[config.mk]
export PLATFORM = sky130hd
export DESIGN_NAME = flight_time_measurement
export DESIGN_NICKNAME = d
export VERILOG_FILES = /design/src/hw/flight_time_pkg.sv /design/src/hw/flight_time_measurement.sv
export VERILOG_INCLUDE_DIRS = /design/src /design/src/hw
export SDC_FILE = /design/constraint.sdc
export NUM_CORES = 1
export LEC_CHECK = 0
export ABC_AREA = 1
export BUFFER_PORTS_ARGS = -buffer_cell sky130_fd_sc_hd__buf_2
export CAP_MARGIN = 10
export CORE_AREA = 2 2 196 198
export CTS_BUF_LIST = sky130_fd_sc_hd__clkbuf_4 sky130_fd_sc_hd__clkbuf_8
export CTS_CLUSTER_DIAMETER = 150
export CTS_CLUSTER_SIZE = 16
export DETAILED_ROUTE_END_ITERATION = 10
export DIE_AREA = 0 0 198 200
export PLACE_DENSITY = 0.55
export SYNTH_ARGS = -nofsm -noshare
export SYNTH_HDL_FRONTEND = slang
export SYNTH_SLANG_ARGS = --single-unit
[constraint.sdc]
create_clock -name SYS_CLK -period 8.5 [get_ports SYS_CLK]
set_input_delay 1.275 -clock SYS_CLK [delete_from_list [all_inputs] [get_ports SYS_CLK]]
set_output_delay 1.275 -clock SYS_CLK [all_outputs]
set_load 0.005 [all_outputs]
[src/hw/flight_time_cfg.svh]
/*
 * Offsets, bit positions, reset values and timing counts of the
 * flight-time unit. Assumes a 25 MHz system clock.
 */
`ifndef FLIGHT_TIME_CFG_SVH
`define FLIGHT_TIME_CFG_SVH

`define FT_ADDR_TRX_CTRL0 8'h03
`define FT_ADDR_RX_CTRL 8'h0a
`define FT_ADDR_XAH_CTRL1 8'h17
`define FT_RST_TRX_CTRL0 8'h09
`define FT_RST_RX_CTRL 8'h37
`define FT_RST_XAH_CTRL1 8'h00
`define FT_RST_RESULT 8'h00
`define FT_BIT_ENABLE 7
`define FT_BIT_CTRL0_RSVD 6
`define FT_BIT_SHIFT_HI 7
`define FT_BIT_SHIFT_LO 6
`define FT_BIT_SPC 0
`define FT_FB_CPM_FIRST 7'h73
`define FT_FB_CPM_PEAK 7'h77
`define FT_FB_CPM_LAST 7'h7c
`define FT_FB_FEC 7'h7c
`define FT_FB_STAMP_LOW 7'h7d
`define FT_FB_STAMP_MID 7'h7e
`define FT_FB_STAMP_HIGH 7'h7f
`define FT_SFD_STANDARD 8'ha7
`define FT_CLK_MHZ 25
`define FT_TICK_NUM 16
`define FT_TX_DELAY_NS 16125
`define FT_SFD_DELAY_NS 80000
`define FT_TX_DELAY_CYC ((`FT_TX_DELAY_NS * `FT_CLK_MHZ + 999) / 1000)
`define FT_SFD_DELAY_CYC ((`FT_SFD_DELAY_NS * `FT_CLK_MHZ + 999) / 1000)

`endif

[src/hw/flight_time_pkg.sv]
/*
 * Types shared by the flight-time unit and its bench.
 * Assumes the constants of flight_time_cfg.svh.
 */
package flight_time_pkg;

  typedef struct packed {
    logic wr;
    logic rd;
    logic fb_space;
    logic [7:0] addr;
    logic [7:0] wdata;
  } bus_req_t;

  typedef struct packed {
    logic rx_start;
    logic phr_zero;
    logic sfd_det;
    logic [7:0] sfd_value;
    logic [1:0] sync_shift;
    logic transfer_done_event;
    logic chip_valid;
    logic [7:0] chip_phase;
    logic psdu_wr;
    logic [6:0] psdu_addr;
    logic [7:0] psdu_data;
    logic auto_ack_rx_state;
  } radio_ev_t;

  typedef logic [8:0][7:0] corr_mag_t;

  typedef enum logic [1:0] {
    PEND_IDLE = 2'b00,
    PEND_RESTART = 2'b01,
    PEND_CAPTURE = 2'b10
  } pend_t;

endpackage

[src/hw/flight_time_measurement.sv]
/*
 * Flight-time unit: 24-bit stamp counter, event delays, result bytes at
 * the top of the frame buffer, frequency error estimate, sync shift.
 * Assumes all inputs synchronous to SYS_CLK and one-cycle event pulses.
 */
// Decided for this implementation: the strobed register port.
// How it works
// - Enabled unit raises receive-begin interrupt for every frame, even zero length.
// - A 24-bit counter ticks at 16 MHz, controlled by radio events.
// - A timer event stores the count as stamp, then clears and restarts.
// - A non-standard start delimiter only stores the count, 80 us later.
// - Stamp lands low byte first at buffer bytes 0x7D to 0x7F.
// - A rising trigger pin edge restarts the counter after 16.125 us.
// - A standard 0xA7 delimiter restarts the counter after 80 us.
// - During reception the frequency error estimate goes to byte 0x7C.
// - Estimate is signed 8-bit chip-to-chip phase drift, 180/256 degree steps.
// - Estimate is published at receive begin and refreshed at transfer end.
// - Sync timing reads at bits 7:6: normal, early, late.
// - Nine correlator magnitudes are stored at bytes 0x73 to 0x7B, the last one again at 0x7C.
// - Bytes 0x73 to 0x7F hold results; longer frames overwrite them.
// - Acknowledgement frames also get their results mapped to the buffer.
// - Control register bit 7 enables the unit; it resets to zero.
// - Ack sync correction shifts ack start by the sync indication.
// - First magnitude byte is read-only, resets to zero, 1000 ns early.
// - Magnitudes are 250 ns apart; byte 0x77 is the peak.
`include "flight_time_cfg.svh"

module flight_time_measurement #(
  parameter int COUNT_W = 24,
  parameter int TX_DELAY_CYC = `FT_TX_DELAY_CYC,
  parameter int SFD_DELAY_CYC = `FT_SFD_DELAY_CYC
) (
  input wire logic SYS_CLK,
  input wire logic RESET_N,
  input wire flight_time_pkg::bus_req_t BUS,
  input wire flight_time_pkg::radio_ev_t RADIO,
  input wire flight_time_pkg::corr_mag_t CORR_MAG,
  input wire logic SLEEP_TX_TRIGGER_PIN,
  input wire logic RX_START_IRQ_EN,
  output logic [7:0] RD_DATA,
  output logic RX_START_IRQ,
  output logic [1:0] ACK_SHIFT_CORR,
  output logic FLIGHT_TIME_ENABLE
);

  localparam int RESULTS = 13;
  // Fixed wait from the third cycle after a trigger rise to its event.
  localparam int TXD_WAIT = TX_DELAY_CYC - 3;

  // Index into the result bytes, and whether an address falls there.
  function automatic logic in_results(input logic [6:0] a);
    in_results = (a >= `FT_FB_CPM_FIRST);
  endfunction

  function automatic logic [3:0] res_idx(input logic [6:0] a);
    logic [6:0] d;
    d = a - `FT_FB_CPM_FIRST;
    res_idx = d[3:0];
  endfunction

  logic [7:0] ctrl0_r;
  logic [7:0] rx_ctrl_r;
  logic [7:0] xah1_r;
  logic [7:0] fb_r [RESULTS];
  logic [COUNT_W-1:0] count_r;
  logic running_r;
  logic [4:0] acc_r;
  logic trig_d_r;
  logic tx_pend_r;
  logic [11:0] tx_cnt_r;
  flight_time_pkg::pend_t sfd_pend_r;
  logic [11:0] sfd_cnt_r;
  logic [7:0] last_phase_r;
  logic [7:0] fec_r;

  logic enabled;
  logic tick;
  logic [5:0] acc_sum;
  logic tx_rise;
  logic tx_fire;
  logic sfd_fire;
  logic restart;
  logic capture;
  logic [7:0] drift;
  logic [7:0] fec_nxt;

  assign enabled = ctrl0_r[`FT_BIT_ENABLE];
  assign tx_rise = SLEEP_TX_TRIGGER_PIN && !trig_d_r;
  assign tx_fire = tx_pend_r && (tx_cnt_r == 12'h001);
  assign sfd_fire = (sfd_pend_r != flight_time_pkg::PEND_IDLE) &&
                    (sfd_cnt_r == 12'h001);
  assign restart = tx_fire ||
    (sfd_fire && sfd_pend_r == flight_time_pkg::PEND_RESTART);
  assign capture = tx_fire || sfd_fire;
  // 16 MHz ticks out of a 25 MHz clock by a fractional accumulator.
  assign acc_sum = {1'b0, acc_r} + 6'(`FT_TICK_NUM);
  assign tick = (acc_sum >= 6'(`FT_CLK_MHZ));
  assign drift = RADIO.chip_phase - last_phase_r;
  // First-order smoothing keeps single noisy chips from dominating.
  assign fec_nxt = fec_r + 8'($signed(drift - fec_r) >>> 2);

  //////////////////////////////////////////////////////////////////////
  // Software registers.

  always_ff @(posedge SYS_CLK or negedge RESET_N) begin
    if (!RESET_N) begin
      ctrl0_r <= `FT_RST_TRX_CTRL0;
      xah1_r <= `FT_RST_XAH_CTRL1;
    end else if (BUS.wr && !BUS.fb_space) begin
      if (BUS.addr == `FT_ADDR_TRX_CTRL0) begin
        ctrl0_r <= BUS.wdata;
        ctrl0_r[`FT_BIT_CTRL0_RSVD] <= 1'b0;
      end
      if (BUS.addr == `FT_ADDR_XAH_CTRL1) begin
        xah1_r <= BUS.wdata;
      end
    end
  end

  // Shift field is hardware-owned; software writes only the low bits.
  always_ff @(posedge SYS_CLK or negedge RESET_N) begin
    if (!RESET_N) begin
      rx_ctrl_r <= `FT_RST_RX_CTRL;
    end else begin
      if (BUS.wr && !BUS.fb_space && BUS.addr == `FT_ADDR_RX_CTRL) begin
        rx_ctrl_r[`FT_BIT_SHIFT_LO-1:0] <= BUS.wdata[`FT_BIT_SHIFT_LO-1:0];
      end
      if (RADIO.sfd_det) begin
        rx_ctrl_r[`FT_BIT_SHIFT_HI:`FT_BIT_SHIFT_LO] <= RADIO.sync_shift;
      end
    end
  end

  always_ff @(posedge SYS_CLK or negedge RESET_N) begin
    if (!RESET_N) begin
      RD_DATA <= 8'h00;
    end else if (!BUS.rd) begin
      RD_DATA <= 8'h00;
    end else if (BUS.fb_space) begin
      RD_DATA <= in_results(BUS.addr[6:0]) ?
                 fb_r[res_idx(BUS.addr[6:0])] : 8'h00;
    end else begin
      unique case (BUS.addr)
        `FT_ADDR_TRX_CTRL0: RD_DATA <= ctrl0_r;
        `FT_ADDR_RX_CTRL: RD_DATA <= rx_ctrl_r;
        `FT_ADDR_XAH_CTRL1: RD_DATA <= xah1_r;
        default: RD_DATA <= 8'h00;
      endcase
    end
  end

  //////////////////////////////////////////////////////////////////////
  // Event delays. Disabling the unit drops any pending event.

  always_ff @(posedge SYS_CLK or negedge RESET_N) begin
    if (!RESET_N) begin
      trig_d_r <= 1'b0;
      tx_pend_r <= 1'b0;
      tx_cnt_r <= 12'h000;
    end else begin
      trig_d_r <= SLEEP_TX_TRIGGER_PIN;
      if (!enabled) begin
        tx_pend_r <= 1'b0;
      end else if (tx_rise) begin
        tx_pend_r <= 1'b1;
        tx_cnt_r <= 12'(TX_DELAY_CYC);
      end else if (tx_pend_r) begin
        tx_cnt_r <= tx_cnt_r - 12'h001;
        tx_pend_r <= !tx_fire;
      end
    end
  end

  always_ff @(posedge SYS_CLK or negedge RESET_N) begin
    if (!RESET_N) begin
      sfd_pend_r <= flight_time_pkg::PEND_IDLE;
      sfd_cnt_r <= 12'h000;
    end else if (!enabled) begin
      sfd_pend_r <= flight_time_pkg::PEND_IDLE;
    end else if (RADIO.sfd_det) begin
      sfd_cnt_r <= 12'(SFD_DELAY_CYC);
      if (RADIO.sfd_value == `FT_SFD_STANDARD) begin
        sfd_pend_r <= flight_time_pkg::PEND_RESTART;
      end else begin
        sfd_pend_r <= flight_time_pkg::PEND_CAPTURE;
      end
    end else if (sfd_fire) begin
      sfd_pend_r <= flight_time_pkg::PEND_IDLE;
    end else if (sfd_pend_r != flight_time_pkg::PEND_IDLE) begin
      sfd_cnt_r <= sfd_cnt_r - 12'h001;
    end
  end

  //////////////////////////////////////////////////////////////////////
  // Stamp counter. Idle after reset until the first restart event.

  always_ff @(posedge SYS_CLK or negedge RESET_N) begin
    if (!RESET_N) begin
      count_r <= '0;
      running_r <= 1'b0;
      acc_r <= 5'h00;
    end else if (restart) begin
      count_r <= '0;
      running_r <= 1'b1;
      acc_r <= 5'h00;
    end else begin
      acc_r <= tick ? 5'(acc_sum - 6'(`FT_CLK_MHZ)) : acc_sum[4:0];
      if (running_r && tick) begin
        count_r <= count_r + 1'b1;
      end
    end
  end

  //////////////////////////////////////////////////////////////////////
  // Frequency error estimate from successive chip phases.

  always_ff @(posedge SYS_CLK or negedge RESET_N) begin
    if (!RESET_N) begin
      last_phase_r <= 8'h00;
      fec_r <= 8'h00;
    end else if (RADIO.chip_valid) begin
      last_phase_r <= RADIO.chip_phase;
      fec_r <= fec_nxt;
    end
  end

  //////////////////////////////////////////////////////////////////////
  // Result bytes at the top of the frame buffer. Later writes win:
  // received data, then magnitudes, estimate, stamp.

  always_ff @(posedge SYS_CLK or negedge RESET_N) begin
    if (!RESET_N) begin
      for (int i = 0; i < RESULTS; i++) begin
        fb_r[i] <= `FT_RST_RESULT;
      end
    end else begin
      if (RADIO.psdu_wr && in_results(RADIO.psdu_addr)) begin
        fb_r[res_idx(RADIO.psdu_addr)] <= RADIO.psdu_data;
      end
      // Any frame type, acknowledgements included, refreshes results.
      if (enabled && RADIO.sfd_det) begin
        for (int i = 0; i < 9; i++) begin
          fb_r[i] <= CORR_MAG[i];
        end
        // The last magnitude also sits in the estimate byte until the
        // estimate is published there at receive begin.
        fb_r[res_idx(`FT_FB_CPM_LAST)] <= CORR_MAG[8];
      end
      if (enabled && (RADIO.rx_start || RADIO.transfer_done_event)) begin
        fb_r[res_idx(`FT_FB_FEC)] <= fec_r;
      end
      if (enabled && capture) begin
        fb_r[res_idx(`FT_FB_STAMP_LOW)] <= count_r[7:0];
        fb_r[res_idx(`FT_FB_STAMP_MID)] <= count_r[15:8];
        fb_r[res_idx(`FT_FB_STAMP_HIGH)] <= count_r[23:16];
      end
    end
  end

  //////////////////////////////////////////////////////////////////////
  // Interrupt, ack start correction and status outputs.

  always_ff @(posedge SYS_CLK or negedge RESET_N) begin
    if (!RESET_N) begin
      RX_START_IRQ <= 1'b0;
      ACK_SHIFT_CORR <= 2'b00;
      FLIGHT_TIME_ENABLE <= 1'b0;
    end else begin
      RX_START_IRQ <= RADIO.rx_start && RX_START_IRQ_EN &&
                      (enabled || !RADIO.phr_zero);
      ACK_SHIFT_CORR <= (xah1_r[`FT_BIT_SPC] && RADIO.auto_ack_rx_state) ?
        rx_ctrl_r[`FT_BIT_SHIFT_HI:`FT_BIT_SHIFT_LO] : 2'b00;
      FLIGHT_TIME_ENABLE <= enabled;
    end
  end
endmodule // flight_time_measurement

==> impl_metrics.toml, run 1 <==
[worst_setup_path]
path_class = "input pin to flip-flop"
crit_slowest_cell = "buf_4"
cp-end-kind = "flip-flop"
cp_max_fo = 67
crit_chain = "buf_2 > buf_4 > clkinv_1 > ha_1 > buf_4 > clkinv_1 > nor3_2 > nand2_1 > nand3_1 > nand3_1 > a21oi_1"
worstPathArrival_ps = 4050
start_kind = "input pin"
max_stage_delay_ps = 510
required_ps = 8990

[floorplanning]
core-area_um2 = 37400
initial_core_util_pct = 32.9
row_count = 71
fp.dieW_um = 198
dieArea_um2 = 39600
die_h_um = 200
ios = 147

[global_route]
gr-total-overflow = 0
antenna_found_initial = 0
grt_usage_pct = 19.9
grt_max_degree = 95
grt_pass1_vias = 11172
grt_pass1_wl_mm = 62.3

[clock_tree]
cts_tree = "yes"
postCtsSetupBuffers = 0
ctsRootBufferMaster = "clkbuf_8"
ctsLongestPathBuffers = 3
post_cts_resized = 0
htree_levels = 1
hold_buffers = 0
cts.clk_slew.worst_paths_ps = 110
clock_latency_ps = 570
cts.sinks = 213
numCtsBuffers = 17

[yosys]
netlist_area_um2 = 12300
synth_cell_types = 48
synthTopCellsByArea = "dfrtp_1 42%, nand2_1 13%, nand3_1 11%, o21ai_0 4.6%, inv_1 4.5%"
ys_seq_elements = 213
synthArstFlopShare_pct = 100
synth_top_area_share_pct = 41.9
synth-edff-count = 0
synthesis.instances = 1622
synthTopCellsByCount = "440 x nand2_1, 265 x nand3_1, 206 x dfrtp_1"
synth.most_common_cell = "nand2_1"
synth_nets = 1787
ys_seq_area_share_pct = 43.4
ys_warn_count = 0
ys.flop_type = "dfrtp_1"
yosysTopAreaCell = "dfrtp_1"
syn_avg_cell_area_um2 = 7.58

[placement]
place_hpwl_mm = 29.2
gp_congestion = 0.887
place.port_buffers = 146

[sta]
max_freq_ghz = 0.281
setup_viol = 0
slew_headroom_pct = 34.2
fin_tns_setup_ps = 0
period_share_pct = 41.9
worst_clock_skew_ps = 45.9
tightest_slew_ps = 980
finalCriticalPeriod_ps = 3560
finalHoldViolCount = 0
grt_setup_unrepaired = "false"
maxSlewViolCount = 0

[routing]
wire_per_inst_um = 17.3
vias_per_cell = 5.08
dr.pass1.iters = 5
drc = 0
vias = 11454
finalWirelength_mm = 39.1
ant_nets = 0
drt_iter0_drc = 752

[finish]
fillers = 3997
drive_gt1_share_pct = 13.5
multi_input_area_um2 = 6070
antenna_cells = 0
regArea_um2 = 5340
syn2layout_area_growth_pct = 12.0
finalNetCount = 1903

[pwr]
p_per_area_nw_per_um2 = 207
p_leak_nw = 6.54
vdd_drop_max_v = 0.000189
p_total_mw = 2.86

[run_status]
outcome = "complete, no violations"

[hold_path]
min_path_type = "flip-flop to flip-flop"

[job]
cap_viol_max_count = 0
## critical path: cells and delay by family
family / cells / cell delay [ps]
compound gates: 1 / 170
fa+ha+maj: 1 / 320
buf+inv: 5 / 1530
simple gates: 4 / 730
## logic make-up after synthesis
group	Yosys count	synth area share, %
and+or+nand+nor	882	32.1
AOI/OAI and AO/OA	259	12.2
buffers and inverters	217	7.19
DFF	213	43.4
adders and majority gates	30	3.48
xor gates and xnor gates	20	1.43
muxes	1	0.0916
## metal layers
| metal | track usage, % | routed length, um |
|---|---|---|
| met1 | 26.3 | 17500 |
| met3 | 2.25 | 1980 |
| met2 | 35.4 | 18900 |
| met5 | 0 | 0 |
| met4 | 4.09 | 734 |
## report_power, final
group          switching (mW)  leakage [nW]  internal, mW
Sequential             0.0978          2.67          1.16
Clock                   0.366         0.161         0.221
Combinational           0.608          3.70         0.398
Total                    1.07          6.54          1.78
## state kept, by name, indices dropped and copies added (netlist names), 2 cells and up
name and count:
sfd_pend_r 2, tx_cnt_r 12, fb_r 104, acc_r 5
ctrl0_r 7, count_r 24, last_phase_r 8, xah1_r 8
fec_r 8, sfd_cnt_r 12, ACK_SHIFT_CORR 2, rx_ctrl_r 8
RD_DATA 8
## metrics by stage
step	cell area [um^2]	util [%]	worst slack, ps	hold slack [ps]	std cells
5_1_grt	13800	36.8	4650	512	2256
6_report	13800	36.8	4940	483	2256
3_3_place_gp	13500	36.0	4420	454	2230
3_5_place_dp	13500	36.0	4400	459	2230
4_1_cts	13800	36.8	4990	490	2256
2_1_floorplan	12300	-	4770	440	1622
## cell usage in the layout (no fill, tap or decap), types with 6 or more instances in the layout
cell / synthesis / final
nor3_1: 27 / 27
nand3_1: 265 / 265
xor2_1: 16 / 16
dfrtp_1: 206 / 206
nand2_2: 8 / 8
fa_1: 7 / 7
buf_2: 16 / 145
ha_1: 23 / 23
inv_1: 148 / 148
o21ai_0: 113 / 113
a21oi_1: 57 / 57
clkbuf_8: 0 / 17
a22oi_1: 18 / 18
clkbuf_4: 0 / 7
o21ai_1: 6 / 6
nand2_1: 440 / 440
inv_2: 5 / 6
o211ai_1: 48 / 48
dfstp_2: 7 / 7
nand4_1: 24 / 24
buf_4: 1 / 10
nor2_1: 84 / 84
nor2_2: 8 / 8
## path summary, 6_finish.rpt
| kind | startpoint | end | slack (ps) | depth (start not counted) |
|---|---|---|---|---|
| worst max register to register | fec_r[2]$_DFFE_PN0P_ | fec_r[7]$_DFFE_PN0P_ | 5330 | 18 |
| max in group asynchronous | RESET_N | ACK_SHIFT_CORR[0]$_DFF_PN0_ | 6320 | 2 |
| worst max-delay path | BUS[8] | RD_DATA[2]$_DFF_PN0_ | 4940 | 11 |
| worst min register to register | running_r$_DFFE_PN0N_ | running_r$_DFFE_PN0N_ | 480 | 1 |
| min in group asynchronous | RESET_N | last_phase_r[1]$_DFFE_PN0P_ | 730 | 1 |
| worst min-delay path | running_r$_DFFE_PN0N_ | running_r$_DFFE_PN0N_ | 480 | 1 |
## layout make-up
type | count | share of cell area [%]
flip-flops and latches | 213 | 38.8
inverters | 158 | 4.31
multi-input cells | 1192 | 44.1
clock inverters | 2 | 0.173
well taps | 511 | 4.64
repair buffers | 156 | 5.93
clock buffers | 24 | 2.08
No activity file was read; power rests on OpenSTA's default activity.
==> inputs of run 2 (changes only) <==
--- a/config.mk
+++ b/config.mk
@@ -6,16 +6,16 @@
 export SDC_FILE = /design/constraint.sdc
 export NUM_CORES = 1
 export LEC_CHECK = 0
-export ABC_AREA = 1
+export ABC_AREA = 0
 export BUFFER_PORTS_ARGS = -buffer_cell sky130_fd_sc_hd__buf_2
 export CAP_MARGIN = 10
-export CORE_AREA = 2 2 196 198
+export CORE_AREA = 2 2 190 192
 export CTS_BUF_LIST = sky130_fd_sc_hd__clkbuf_4 sky130_fd_sc_hd__clkbuf_8
 export CTS_CLUSTER_DIAMETER = 150
 export CTS_CLUSTER_SIZE = 16
 export DETAILED_ROUTE_END_ITERATION = 10
-export DIE_AREA = 0 0 198 200
-export PLACE_DENSITY = 0.55
+export DIE_AREA = 0 0 192 194
+export PLACE_DENSITY = 0.57
 export SYNTH_ARGS = -nofsm -noshare
 export SYNTH_HDL_FRONTEND = slang
 export SYNTH_SLANG_ARGS = --single-unit
==> constraint.sdc (replaced) <==
create_clock -name SYS_CLK -period 3.15 [get_ports SYS_CLK]
set_input_delay 0.4725 -clock SYS_CLK [delete_from_list [all_inputs] [get_ports SYS_CLK]]
set_output_delay 0.4725 -clock SYS_CLK [all_outputs]
set_load 0.005 [all_outputs]
==> run 2 against run 1 <==
  * The flow now finishes with violations (negative setup slack)
  * Power rose to 3.3 times the previous value
  * Clock skew down 16 ps
  * Utilization increased by 1.5 points
  * Sequential share of layout area rose by 0.79 points
  * First-iteration DRC count fell by 18%
  * Register-to-register slack got worse by 5400 ps
  * Wire length down 23%
  * Largest power group is now combinational logic
  * Area after synthesis is 6.2% lower
  * Global-route usage shrank 3.6 points
  * Via count down 24%
==> impl_metrics.toml, run 2 <==
[run_status]
outcome = "finished, violations left"
violations = "negative setup slack"

[worst_setup_path]
reg2reg_depth = 12
worstPathArrival_ps = 3740
cp_max_fo = 4
required_ps = 3630
path_class = "flip-flop to flip-flop"
crit_chain = "inv_2 > fa_1 > ha_4 > nand3_2 > o211ai_1 > o41ai_2 > xnor2_1 > ha_1 > or3_4 > a31o_4 > mux2i_1 > xor2_1"
max_stage_delay_ps = 460
start_kind = "flip-flop"
cp-end-kind = "flip-flop"
crit_slowest_cell = "fa_1"

[global_route]
grt_pass1_vias = 8832
grt_usage_pct = 16.3
antenna_found_initial = 1
grt_max_degree = 132
grt_pass1_wl_mm = 49.0
gr-total-overflow = 0

[yosys]
synth-edff-count = 0
synthesis.instances = 1098
ys_seq_elements = 213
netlist_area_um2 = 11500
synthArstFlopShare_pct = 100
ys_warn_count = 0
syn_avg_cell_area_um2 = 10.5
synthTopCellsByArea = "dfrtp_1 45%, mux2i_1 7.8%, mux4_2 6.1%, o21ai_0 5.1%, nand2_1 4.3%"
synth_cell_types = 69
synth_top_area_share_pct = 44.7
ys_seq_area_share_pct = 46.3
ys.flop_type = "dfrtp_1"
synth_nets = 1263
synthTopCellsByCount = "206 x dfrtp_1, 131 x nand2_1, 118 x o21ai_0"
yosysTopAreaCell = "dfrtp_1"
synth.most_common_cell = "dfrtp_1"

[pwr]
power.switching_mw = 3.22
internal_power_mw = 6.07
clkPwrFrac_pct = 16.5
netSwitchingFraction_pct = 34.6
p_per_area_nw_per_um2 = 688
vdd_drop_max_v = 0.000644
p_comb_share_pct = 45.7
p_leak_nw = 5.93
pwr-share-seq_pct = 37.8

[sta]
max_freq_ghz = 0.307
grt_setup_unrepaired = "true"
period_share_pct = 103
finalHoldViolCount = 0
finalCriticalPeriod_ps = 3250
slew_headroom_pct = 55.9
tightest_slew_ps = 645
setup_viol = 1
worst_clock_skew_ps = 29.6
maxSlewViolCount = 0
fin_ws_ps = -103

[floorplanning]
core-area_um2 = 35200
initial_core_util_pct = 32.7
ios = 147
row_count = 69
die_h_um = 194
dieArea_um2 = 37200
fp.dieW_um = 192

[finish]
largest_reg_flops = 104
fin_util_pct = 38.3
top_register = "fb_r"
syn2layout_area_growth_pct = 17.0
drive_gt1_share_pct = 27.8
finalNetCount = 1429
antenna_cells = 0
largestRegisters = "fb_r (104), count_r (24)"
final_common_cell = "dfrtp_1"
layout.cells.most_common_list = "206 x dfrtp_1, 145 x buf_2, 131 x nand2_1"

[routing]
vias_per_cell = 5.05
ant_nets = 0
finalWirelength_mm = 30.2
dr.pass1.iters = 5
wire_per_inst_um = 17.5
vias = 8740
drc = 0
drt_iter0_drc = 617

[placement]
gp_congestion = 0.800
dpl_worst_slack_ps = -325
place_hpwl_mm = 21.6
place.port_buffers = 146

[hold_path]
holdPathStages = 1
min_path_type = "input pin to flip-flop"

[clock_tree]
clock_latency_ps = 550
numCtsBuffers = 17
ctsLongestPathBuffers = 3
cts_tree = "yes"
ctsRootBufferMaster = "clkbuf_8"
cts.sinks = 213
htree_levels = 1
cts.clk_slew.worst_paths_ps = 110

[job]
cap_viol_max_count = 0
==> run 2: cell types whose count changed in the layout (fill, tap and decap cells not counted), sizes merged, moves of 31 or more <==
cell / previous run / this run
mux2i: 0 / 90
inv: 154 / 52
buf: 156 / 202
mux4: 0 / 31
nand2: 451 / 131
nand3: 268 / 14
o211ai: 48 / 5
==> run 2: through the flow <==
| stage | hold WS [ps] | cells | total power, mW | cell area, um^2 | TNS [ps] |
|---|---|---|---|---|---|
| after CTS | 26.3 | 1726 | 8.88 | 13400 | -98.0 |
| after global placement | 486 | 1699 | 7.14 | 13100 | -801 |
| after floorplan | 177 | 1098 | 5.90 | 11600 | -105 |
| after global routing | 24.7 | 1730 | 10.0 | 13500 | -715 |
| after detailed placement | 493 | 1699 | 7.24 | 13100 | -968 |
| final | 60.2 | 1730 | 9.29 | 13500 | -103 |
==> run 2: repair_timing <==
action / 4_1_cts / 5_1_grt
resized for setup: 9 / 18
hold endpoints to repair: 59 / 0
hold buffers: 1 / 0
buffers inserted: 2 / 4
pin swaps: 5 / 14
setup endpoints to repair: 4 / 4
==> run 2: power by group through the flow <==
stage	Sequential, mW	Combinational (mW)	Clock, mW
finish	3.51	4.25	1.53
global route	3.57	4.76	1.70
CTS	3.51	3.77	1.60
detailed placement	3.56	3.68	0
global placement	3.54	3.60	0
floorplan	3.45	2.44	0
==> run 2: cell type report <==
type,instances,area [um^2]
fill,3539,21700
inverter,52,195
tap,461,577
timing repair buffer,204,1240
clock inverter,2,23.8
sequential,213,5340
multi-input combinational,776,5850
clock buffer,22,272
==> run 2: layer usage <==
layer	part of all wire, %	global-route usage (%)	vias to the layer above	wire (um)
li1	-	-	4202	-
met1	47	23.9	4324	14300
met2	47	25.7	178	14100
met3	4.6	2.70	34	1400
met4	1.5	2.88	2	458
met5	0.043	0	-	13
==> run 2: worst max-delay path: cells and delay by family (launching register included) <==
kind	cells	cell delay (ps)
AO/OA/AOI/OAI	3	610
XOR/XNOR	2	430
adder cells (fa/ha/maj)	3	1070
buffers and inverters	1	70
flip-flops	1	410
multiplexers	1	160
AND/OR/NAND/NOR	2	430
==> run 2: cell families after synthesis <==
family	Yosys count	share of synthesized area [%]
buffers and inverters	109	4.17
AOI/OAI and AO/OA	217	11.7
and+or+nand+nor	327	13.5
muxes	148	16.5
adders and majority gates	30	3.71
xor gates and xnor gates	54	4.10
DFF	213	46.3
==> run 2: path summary, 6_finish.rpt <==
path                            slack, ps                     endpoint                  start
worst max-delay path                 -100         fec_r[7]$_DFFE_PN0P_   fec_r[4]$_DFFE_PN0P_
worst min-delay path                   60           trig_d_r$_DFF_PN0_   SLEEP_TX_TRIGGER_PIN
worst max register to register       -100         fec_r[7]$_DFFE_PN0P_   fec_r[4]$_DFFE_PN0P_
worst min register to register        520        xah1_r[5]$_DFFE_PN0P_  xah1_r[5]$_DFFE_PN0P_
max in group asynchronous            1840  last_phase_r[5]$_DFFE_PN0P_                RESET_N
min in group asynchronous             500           trig_d_r$_DFF_PN0_                RESET_N
